--- config.mk ---
export PLATFORM = sky130hd
export DESIGN_NAME = dsrs_top
export DESIGN_NICKNAME = d
export VERILOG_FILES = /design/src/dsrs_pkg.sv /design/src/dsrs_skip.sv /design/src/dsrs_top.sv
export VERILOG_INCLUDE_DIRS = /design/src
export SDC_FILE = /design/constraint.sdc
export NUM_CORES = 2
export LEC_CHECK = 0
export BUFFER_PORTS_ARGS = -buffer_cell sky130_fd_sc_hd__buf_2
export CELL_PAD_IN_SITES_DETAIL_PLACEMENT = 1
export CELL_PAD_IN_SITES_GLOBAL_PLACEMENT = 1
export CORE_MARGIN = 5
export CORE_UTILIZATION = 28
export CTS_CLUSTER_DIAMETER = 30
export DETAILED_ROUTE_END_ITERATION = 6
export GPL_TIMING_DRIVEN = 0
export PLACE_DENSITY = 0.52
export SYNTH_ARGS = -nofsm -noshare
export SYNTH_HDL_FRONTEND = slang
export SYNTH_SLANG_ARGS = --single-unit
--- constraint.sdc ---
create_clock -name clk -period 40.4 [get_ports clk]
set_clock_uncertainty 0.15 [all_clocks]
set_input_delay 4.04 -clock clk [delete_from_list [all_inputs] [get_ports clk]]
set_output_delay 4.04 -clock clk [all_outputs]
set_load 0.05 [all_outputs]
--- src/dsrs_params.svh ---
// constants for the speed reference select block
`ifndef DSRS_PARAMS_SVH
`define DSRS_PARAMS_SVH

`define DSRS_FW            16
`define DSRS_REF_MAX       16'h01F4
`define DSRS_REF_ZERO      16'h0000

`define DSRS_IDX_SRC       6'h00
`define DSRS_IDX_POT       6'h01
`define DSRS_IDX_PRESET    6'h02
`define DSRS_IDX_BAND      6'h09
`define DSRS_IDX_STATUS    6'h0C
`define DSRS_IDX_POTVAL    6'h0D
`define DSRS_NUM_PRESET    7
`define DSRS_NUM_BAND      3

`define DSRS_SEL0_LSB      0
`define DSRS_SEL1_LSB      4
`define DSRS_SEL2_LSB      8
`define DSRS_INC_LSB       12
`define DSRS_DEC_LSB       16
`define DSRS_MODE_LSB      0
`define DSRS_PLACE_LSB     4
`define DSRS_RAMP_LSB      16

`define DSRS_SRC_RST       32'h0000_0000
`define DSRS_POT_RST       32'h0064_0000
`define DSRS_PRESET1_RST   16'h0064
`define DSRS_PRESET2_RST   16'h00C8
`define DSRS_PRESET3_RST   16'h00FA
`define DSRS_PRESET4_RST   16'h012C
`define DSRS_PRESET5_RST   16'h0190
`define DSRS_PRESET6_RST   16'h01C2
`define DSRS_PRESET7_RST   16'h01F4
`define DSRS_BAND_RST      32'h0000_0000

`define DSRS_PLACE_POT     3'h5
`define DSRS_MODE_RESET    2'h0
`define DSRS_MODE_KEEP     2'h1
`define DSRS_MODE_TRACK    2'h2
`define DSRS_MODE_FREE     2'h3
`define DSRS_RAMP_MIN      16'h0001
`define DSRS_RAMP_MAX      16'h0C80

`define DSRS_RAMP_UNIT_NS  100000000
`define DSRS_CLK_NS        40

`endif

--- src/dsrs_pkg.sv ---
// types and band test shared by the speed reference select block
package dsrs_pkg;

  typedef struct packed {
    logic [15:0] hi;
    logic [15:0] lo;
  } dsrs_band_type;

  typedef struct packed {
    logic [15:0] value;
    logic        hit;
  } dsrs_skip_type;

  // strictly inside: the band edges themselves are legal settling points
  function automatic logic dsrs_in_band(input logic [15:0] x, input dsrs_band_type b);
    dsrs_in_band = (b.lo < b.hi) && (x > b.lo) && (x < b.hi);
  endfunction

endpackage

--- src/dsrs_skip.sv ---
// skip band suppression over the union of up to three bands
`timescale 1ns/1ps
module dsrs_skip
  import dsrs_pkg::*;
(
  input  wire logic [15:0]                  ref_in,
  input  wire dsrs_pkg::dsrs_band_type [2:0] bands,
  output dsrs_pkg::dsrs_skip_type            result
);
  logic [15:0] lo_u;
  logic [15:0] hi_u;
  logic        hit;

  always_comb
  begin
    lo_u = ref_in;
    hi_u = ref_in;
    hit  = 1'b0;
    for (int i = 0; i < 3; i++)
    begin
      if (dsrs_in_band(ref_in, bands[i]))
      begin
        hit = 1'b1;
        if (bands[i].lo < lo_u) lo_u = bands[i].lo;
        if (bands[i].hi > hi_u) hi_u = bands[i].hi;
      end
    end
    // two more passes merge chains of overlapping bands
    for (int p = 0; p < 2; p++)
    begin
      for (int i = 0; i < 3; i++)
      begin
        if (hit && (bands[i].lo < bands[i].hi) && (bands[i].lo <= hi_u)
            && (bands[i].hi >= lo_u))
        begin
          if (bands[i].lo < lo_u) lo_u = bands[i].lo;
          if (bands[i].hi > hi_u) hi_u = bands[i].hi;
        end
      end
    end
    result.hit = hit;
    // nearer edge wins, a tie goes low
    if (hit && ((ref_in - lo_u) <= (hi_u - ref_in)))
      result.value = lo_u;
    else if (hit)
      result.value = hi_u;
    else
      result.value = ref_in;
  end

endmodule

--- src/dsrs_top.sv ---
// speed reference select: presets, up/down pot reference, skip bands
//
// Contract
// - preset select sources: off or terminal inputs
// - no select bits: pass normal place reference
// - select bits form binary preset number
// - seven programmable presets with set defaults
// - inactive select reads zero; two-bit use
// - increase/decrease sources: off or terminal inputs
// - pot drives reference when place source five
// - mode zero: stop clears pot value
// - mode one: keep value, ignore standstill commands
// - mode two: pot tracks active reference
// - mode three: keep value, standstill changes allowed
// - pot full-scale ramp time 0.1 to 320 s
// - three bands with bottom and top
// - steady reference never inside a band
// - suppression off while accelerating or decelerating
// - overlapping bands excluded as their union
`timescale 1ns/1ps
`include "dsrs_params.svh"
module dsrs_top #(
  parameter logic [15:0] REF_MAX  = `DSRS_REF_MAX,
  parameter int unsigned TICK_CYC = (`DSRS_RAMP_UNIT_NS / `DSRS_CLK_NS) / REF_MAX
) (
  input  wire logic        clk,
  input  wire logic        sys_rst,
  input  wire logic        wb_cyc,
  input  wire logic        wb_stb,
  input  wire logic        wb_we,
  input  wire logic [7:0]  wb_adr,
  input  wire logic [31:0] wb_dat_w,
  input  wire logic [3:0]  wb_sel,
  output logic      [31:0] wb_dat_r,
  output logic             wb_ack,
  input  wire logic [5:0]  terminal_in,
  input  wire logic        drive_run,
  input  wire logic        ramp_active,
  input  wire logic [15:0] normal_ref,
  output logic      [15:0] freq_ref,
  output logic             preset_active
);
  import dsrs_pkg::*;

  localparam logic [6:0][15:0] PRESET_RST = {`DSRS_PRESET7_RST, `DSRS_PRESET6_RST,
    `DSRS_PRESET5_RST, `DSRS_PRESET4_RST, `DSRS_PRESET3_RST, `DSRS_PRESET2_RST,
    `DSRS_PRESET1_RST};

  logic [31:0]              src_reg, src_next;
  logic [31:0]              pot_cfg_reg, pot_cfg_next;
  logic [6:0][15:0]         preset_reg, preset_next;
  dsrs_band_type [2:0]      band_reg, band_next;
  logic                     ack_reg, ack_next;
  logic [31:0]              rdata_reg, rdata_next;
  logic [5:0]               ti_meta_reg, ti_reg;
  logic [15:0]              pot_reg, pot_next;
  logic [31:0]              tick_cnt_reg, tick_cnt_next;
  logic [15:0]              step_cnt_reg, step_cnt_next;
  logic                     run_prev_reg;
  logic [15:0]              freq_reg, freq_next;
  logic                     preset_reg_act, preset_act_next;

  logic [5:0]               idx;
  logic                     wr_req, rd_req;
  logic [31:0]              merged;
  logic [2:0]               code;
  logic                     inc_cmd, dec_cmd, pot_sel, tick, step, allow;
  logic [1:0]               pot_mode;
  logic [15:0]              ramp_time, ref_pre;
  dsrs_skip_type            skipped;

  // route a terminal input to a logical signal; 0 and 7 give an idle low
  function automatic logic sel_input(input logic [2:0] src, input logic [5:0] ti);
    if (src == 3'h0 || src == 3'h7)
      sel_input = 1'b0;
    else
      sel_input = ti[src - 3'h1];
  endfunction

  function automatic logic [31:0] merge_lanes(input logic [31:0] old_v,
                                              input logic [31:0] new_v,
                                              input logic [3:0]  sel);
    merge_lanes = old_v;
    for (int b = 0; b < 4; b++)
      if (sel[b]) merge_lanes[8*b +: 8] = new_v[8*b +: 8];
  endfunction

  assign idx    = wb_adr[7:2];
  assign wr_req = wb_cyc && wb_stb && wb_we && !ack_reg;
  assign rd_req = wb_cyc && wb_stb && !wb_we && !ack_reg;
  assign wb_ack   = ack_reg;
  assign wb_dat_r = rdata_reg;
  assign freq_ref = freq_reg;
  assign preset_active = preset_reg_act;

  // pins come from switches: two flops before any logic looks at them
  always_ff @(posedge clk)
  begin
    if (sys_rst)
    begin
      ti_meta_reg <= 6'h00;
      ti_reg      <= 6'h00;
    end
    else
    begin
      ti_meta_reg <= terminal_in;
      ti_reg      <= ti_meta_reg;
    end
  end

  // selection signals and the reference path
  always_comb
  begin
    code[0] = sel_input(src_reg[`DSRS_SEL0_LSB +: 3], ti_reg);
    code[1] = sel_input(src_reg[`DSRS_SEL1_LSB +: 3], ti_reg);
    code[2] = sel_input(src_reg[`DSRS_SEL2_LSB +: 3], ti_reg);
    inc_cmd = sel_input(src_reg[`DSRS_INC_LSB +: 3], ti_reg);
    dec_cmd = sel_input(src_reg[`DSRS_DEC_LSB +: 3], ti_reg);
    pot_mode  = pot_cfg_reg[`DSRS_MODE_LSB +: 2];
    pot_sel   = (pot_cfg_reg[`DSRS_PLACE_LSB +: 3] == `DSRS_PLACE_POT);
    ramp_time = pot_cfg_reg[`DSRS_RAMP_LSB +: 16];
    if (code != 3'h0)
      ref_pre = preset_reg[code - 3'h1];
    else if (pot_sel)
      ref_pre = pot_reg;
    else
      ref_pre = normal_ref;
    // the ramp is left to cross bands; only a settled target is moved
    freq_next       = ramp_active ? ref_pre : skipped.value;
    preset_act_next = (code != 3'h0);
  end

  dsrs_skip u_skip (
    .ref_in (ref_pre),
    .bands  (band_reg),
    .result (skipped)
  );

  // register file over classic Wishbone, one wait state on every access
  always_comb
  begin
    src_next     = src_reg;
    pot_cfg_next = pot_cfg_reg;
    preset_next  = preset_reg;
    band_next    = band_reg;
    ack_next     = wb_cyc && wb_stb && !ack_reg;
    rdata_next   = rdata_reg;
    merged       = 32'h0000_0000;
    if (wr_req)
    begin
      if (idx == `DSRS_IDX_SRC)
        src_next = merge_lanes(src_reg, wb_dat_w, wb_sel);
      if (idx == `DSRS_IDX_POT)
      begin
        merged = merge_lanes(pot_cfg_reg, wb_dat_w, wb_sel);
        // out-of-range ramp time is pulled to the nearest legal figure
        if (merged[`DSRS_RAMP_LSB +: 16] < `DSRS_RAMP_MIN)
          merged[`DSRS_RAMP_LSB +: 16] = `DSRS_RAMP_MIN;
        else if (merged[`DSRS_RAMP_LSB +: 16] > `DSRS_RAMP_MAX)
          merged[`DSRS_RAMP_LSB +: 16] = `DSRS_RAMP_MAX;
        pot_cfg_next = merged;
      end
      for (int i = 0; i < `DSRS_NUM_PRESET; i++)
        if (idx == `DSRS_IDX_PRESET + 6'(i))
          preset_next[i] = 16'(merge_lanes({16'h0000, preset_reg[i]}, wb_dat_w, wb_sel));
      for (int i = 0; i < `DSRS_NUM_BAND; i++)
        if (idx == `DSRS_IDX_BAND + 6'(i))
          band_next[i] = merge_lanes(band_reg[i], wb_dat_w, wb_sel);
    end
    if (rd_req)
    begin
      rdata_next = 32'h0000_0000;
      if (idx == `DSRS_IDX_SRC)
        rdata_next = src_reg;
      if (idx == `DSRS_IDX_POT)
        rdata_next = pot_cfg_reg;
      for (int i = 0; i < `DSRS_NUM_PRESET; i++)
        if (idx == `DSRS_IDX_PRESET + 6'(i))
          rdata_next = {16'h0000, preset_reg[i]};
      for (int i = 0; i < `DSRS_NUM_BAND; i++)
        if (idx == `DSRS_IDX_BAND + 6'(i))
          rdata_next = band_reg[i];
      if (idx == `DSRS_IDX_STATUS)
        rdata_next = {12'h000, pot_sel, code, freq_reg};
      if (idx == `DSRS_IDX_POTVAL)
        rdata_next = {16'h0000, pot_reg};
    end
  end

  always_ff @(posedge clk)
  begin
    if (sys_rst)
    begin
      src_reg        <= `DSRS_SRC_RST;
      pot_cfg_reg    <= `DSRS_POT_RST;
      preset_reg     <= PRESET_RST;
      band_reg       <= {`DSRS_BAND_RST, `DSRS_BAND_RST, `DSRS_BAND_RST};
      ack_reg        <= 1'b0;
      rdata_reg      <= 32'h0000_0000;
      freq_reg       <= `DSRS_REF_ZERO;
      preset_reg_act <= 1'b0;
    end
    else
    begin
      src_reg        <= src_next;
      pot_cfg_reg    <= pot_cfg_next;
      preset_reg     <= preset_next;
      band_reg       <= band_next;
      ack_reg        <= ack_next;
      rdata_reg      <= rdata_next;
      freq_reg       <= freq_next;
      preset_reg_act <= preset_act_next;
    end
  end

  // up/down pot: one LSB per (ramp_time x tick), so full scale takes ramp_time x 0.1 s
  always_comb
  begin
    tick          = (tick_cnt_reg == TICK_CYC - 1);
    tick_cnt_next = tick ? 32'h0000_0000 : tick_cnt_reg + 32'h0000_0001;
    step          = tick && (step_cnt_reg >= ramp_time - 16'h0001);
    step_cnt_next = step_cnt_reg;
    if (inc_cmd == dec_cmd)
      step_cnt_next = 16'h0000;  // restart timing so each press starts clean
    else if (step)
      step_cnt_next = 16'h0000;
    else if (tick)
      step_cnt_next = step_cnt_reg + 16'h0001;
    allow    = !(pot_mode == `DSRS_MODE_KEEP && !drive_run);
    pot_next = pot_reg;
    if (pot_mode == `DSRS_MODE_RESET && run_prev_reg && !drive_run)
      pot_next = `DSRS_REF_ZERO;
    else if (pot_mode == `DSRS_MODE_TRACK && !pot_sel)
      pot_next = (ref_pre > REF_MAX) ? REF_MAX : ref_pre;
    else if (step && allow && inc_cmd && !dec_cmd && pot_reg < REF_MAX)
      pot_next = pot_reg + 16'h0001;
    else if (step && allow && dec_cmd && !inc_cmd && pot_reg > `DSRS_REF_ZERO)
      pot_next = pot_reg - 16'h0001;
    else if (pot_reg > REF_MAX)
      pot_next = REF_MAX;
  end

  always_ff @(posedge clk)
  begin
    if (sys_rst)
    begin
      pot_reg      <= `DSRS_REF_ZERO;
      tick_cnt_reg <= 32'h0000_0000;
      step_cnt_reg <= 16'h0000;
      run_prev_reg <= 1'b0;
    end
    else
    begin
      pot_reg      <= pot_next;
      tick_cnt_reg <= tick_cnt_next;
      step_cnt_reg <= step_cnt_next;
      run_prev_reg <= drive_run;
    end
  end
endmodule

==> results.sh <==
export IMPL_status="finished with violations"
export IMPL_violations="DRC, capacitance limit, slew limit"
export IMPL_grt_pass1_vias=42980
export IMPL_layout_setup_ws_ns=0.8873
export IMPL_synth_edf_count=0
export IMPL_initial_utilization_pct=28.23
export IMPL_r2r_cells=217
export IMPL_relSlewSlack_pct=-1.972
export IMPL_leakage_nw=20.89
export IMPL_clock_path_buffers=3
export IMPL_areaGrowthSynthToFinish_pct=22.15
export IMPL_min_delay_start="ti_meta_reg[2]$_SDFF_PP0_"
export IMPL_period_minus_slack_ns=39.51
export IMPL_clock_fmax_mhz=25.31
export IMPL_ant_nets=0
export IMPL_grt_pass1_wl_mm=321.0
export IMPL_cp_arrival_ns=39.92
export IMPL_setup_viol_count_final=0
export IMPL_cpPeakStageDelay_ns=0.51
export IMPL_root_buffer="clkbuf_16"
export IMPL_fp_dieH_um=385.6
export IMPL_core_area_um2=139900
export IMPL_dpl_worst_slack_ns=-15.53
export IMPL_rows=137
export IMPL_viasPerCell=5.710
export IMPL_synth_nets=5905
export IMPL_tightest_slew_ns=1.530
export IMPL_cts_tree="yes"
export IMPL_worst_r2r_setup_slack_ns=1.00
export IMPL_hold_buffers=0
export IMPL_startpoint_type="input pin"
export IMPL_drt_initial_drc_count=3456
export IMPL_drt_wirelength_per_cell_um=30.66
export IMPL_synth_top_cell_area_share_pct=20.23
export IMPL_hold_depth=1
export IMPL_drive_gt1_share_pct=13.77
export IMPL_num_fill_cells=17000
export IMPL_num_io_pins=123
export IMPL_synth_area_leaders="dfxtp_1, ha_1, a21oi_1"
export IMPL_synth_ff_type="dfxtp_1"
export IMPL_clock_latency_ns=0.70
export IMPL_gp_congestion=0.9490
export IMPL_worstReg2RegEnd="freq_ref[15]$_SDFF_PP0_"
export IMPL_synthCells=5193
export IMPL_die_area_um2=148700
export IMPL_cts_buffers=97
export IMPL_path_class="in2reg"
export IMPL_synth_seq_area_share_pct=20.23
export IMPL_fin_util_pct=34.49
export IMPL_whs_endpoint="ti_reg[2]$_SDFF_PP0_"
export IMPL_grt_overflow_total=0
export IMPL_largest_register_ffs=112
export IMPL_fin_crit_sh_pct=97.80
export IMPL_grt_max_degree=16
export IMPL_drv_cap=1
export IMPL_hold_violations=0
export IMPL_grt_usage_pct=29.90
export IMPL_path_clk_slew_ns=0.05
export IMPL_nets=6223
export IMPL_wl_mm=229.1
export IMPL_cpMostUsedCell="a21o_1"
export IMPL_clock_sinks=399
export IMPL_die_w_um=385.6
export IMPL_slew_viol_final=11
export IMPL_p_total_mw=1.434
export IMPL_layout_common_cells="nand2_1, ha_1, a21oi_1"
export IMPL_final_common_cell="nand2_1"
export IMPL_crit_required_ns=40.80
export IMPL_via_count=42660
export IMPL_hold_path_class="reg2reg"
export IMPL_power_density_nw_per_um2=29.72
export IMPL_yosys_area_top_type="dfxtp_1"
export IMPL_place_hpwl_mm=182.6
export IMPL_crit_fanout=10
export IMPL_htreeDepth=3
export IMPL_first_pass_iters=7
export IMPL_synth_async_reset_ratio_pct=0
export IMPL_syn_cell_area_um2=39490
export IMPL_antenna_found_initial=8
export IMPL_ys_seq_elements=399
export IMPL_hold_ws_ns=0.2853
export IMPL_critPathSlowestCell="a2111oi_4"
export IMPL_end_kind="flop"
export IMPL_r2r_start="src_reg[0]$_SDFFE_PP0P_"
export IMPL_peakVddDrop_mv=0.03719
export IMPL_ys_warnings_count=0
export IMPL_synth_distinct_cells=110
export IMPL_route_detailed_drc=13
export IMPL_port_buffers=116
export IMPL_syn_area_per_cell_um2=7.605
worst max path at each step:
stage	to	cells past startpoint	start	slack, ns
final	freq_ref[15]$_SDFF_PP0_	203	normal_ref[15]	0.89
after detailed placement	freq_ref[12]$_SDFF_PP0_	212	src_reg[0]$_SDFFE_PP0P_	-15.53
after CTS	freq_ref[15]$_SDFF_PP0_	217	src_reg[0]$_SDFFE_PP0P_	0.02
after global placement	freq_ref[12]$_SDFF_PP0_	212	src_reg[0]$_SDFFE_PP0P_	-15.31
after floorplan	freq_ref[10]$_SDFF_PP0_	214	src_reg[0]$_SDFFE_PP0P_	3.80
after global routing	freq_ref[15]$_SDFF_PP0_	212	normal_ref[15]	-0.10
metal layers:
layer / track usage, % / part of all wire [%] / vias up
met1: 37.68 / 43 / 21310
met2: 49.99 / 46 / 1399
met4: 16.43 / 6.8 / 4
met5: 0 / 0.010 / -
li1: - / - / 19500
met3: 3.190 / 4.6 / 446
kinds of logic (layout without fill, tap and decap cells):
group,Yosys count,after routing,share of synthesized area (%)
adders and majority gates,646,646,20.46
AOI/OAI and AO/OA,1391,1391,22.37
buffers and inverters,579,979,5.579
other,0,3,0
DFF,399,399,20.23
and+or+nand+nor,1841,1841,21.88
xor gates and xnor gates,105,105,2.376
muxes,232,232,7.100
per-stage QoR:
| stage | std cells | TNS (ns) | area (um2) |
|---|---|---|---|
| after global placement | 7185 | -241.11 | 42420 |
| final | 7472 | 0 | 48240 |
| after floorplan | 5193 | 0 | 39490 |
| after detailed placement | 7191 | -244.50 | 42530 |
| after global routing | 7469 | -1.214 | 48230 |
| after CTS | 7432 | 0 | 47610 |
area by class of cell:
type / instances / area, um2 / area share, %
diodes: 3 / 7.507 / 0.01556
multi-input cells: 4215 / 30410 / 63.03
inverters: 352 / 1356 / 2.812
repair buffers: 221 / 1436 / 2.978
flip-flops and latches: 399 / 7988 / 16.56
clock inverters: 49 / 698.2 / 1.447
plain buffers: 225 / 1240 / 2.570
clock buffers: 132 / 2759 / 5.719
well taps: 1876 / 2347 / 4.866
critical path, delay by kind of cell:
kind	cells	cell delay, ns
multiplexers	3	0.93
XOR/XNOR	1	0.18
AO/OA/AOI/OAI	108	20.14
buffers and inverters	20	3.23
AND/OR/NAND/NOR	59	7.70
adder cells (fa/ha/maj)	12	3.51
power breakdown:
group          switching [mW]  total, mW  internal, mW
registers             0.00514      0.403         0.398
clock network           0.266      0.825         0.559
logic                   0.137      0.206        0.0689
total                   0.408       1.43          1.03
synthesized netlist by cell type (all sizes together), types with 17 or more instances:
cell type	number
a2111oi	17
a211oi	36
a21o	125
a21oi	590
a221oi	38
a222oi	22
a22oi	37
a31oi	39
and2	25
and3	37
and4	23
buf	36
clkbuf	191
dfxtp	399
ha	637
inv	344
mux2	62
mux2i	139
mux4	31
nand2	666
nand2b	81
nand3	202
nand4	97
nor2	409
nor2b	117
nor3	91
nor4	30
o211ai	31
o21ai	270
xnor2	64
xor2	41
timing repair:
action / in CTS / in global routing
endpoints found under the setup margin: 16 / 16
pin swaps: 38 / 58
gates cloned: 2 / 1
gates resized for setup: 311 / 111
buffers inserted: 60 / 35
Note: power is estimated with default switching activity, not from simulation.
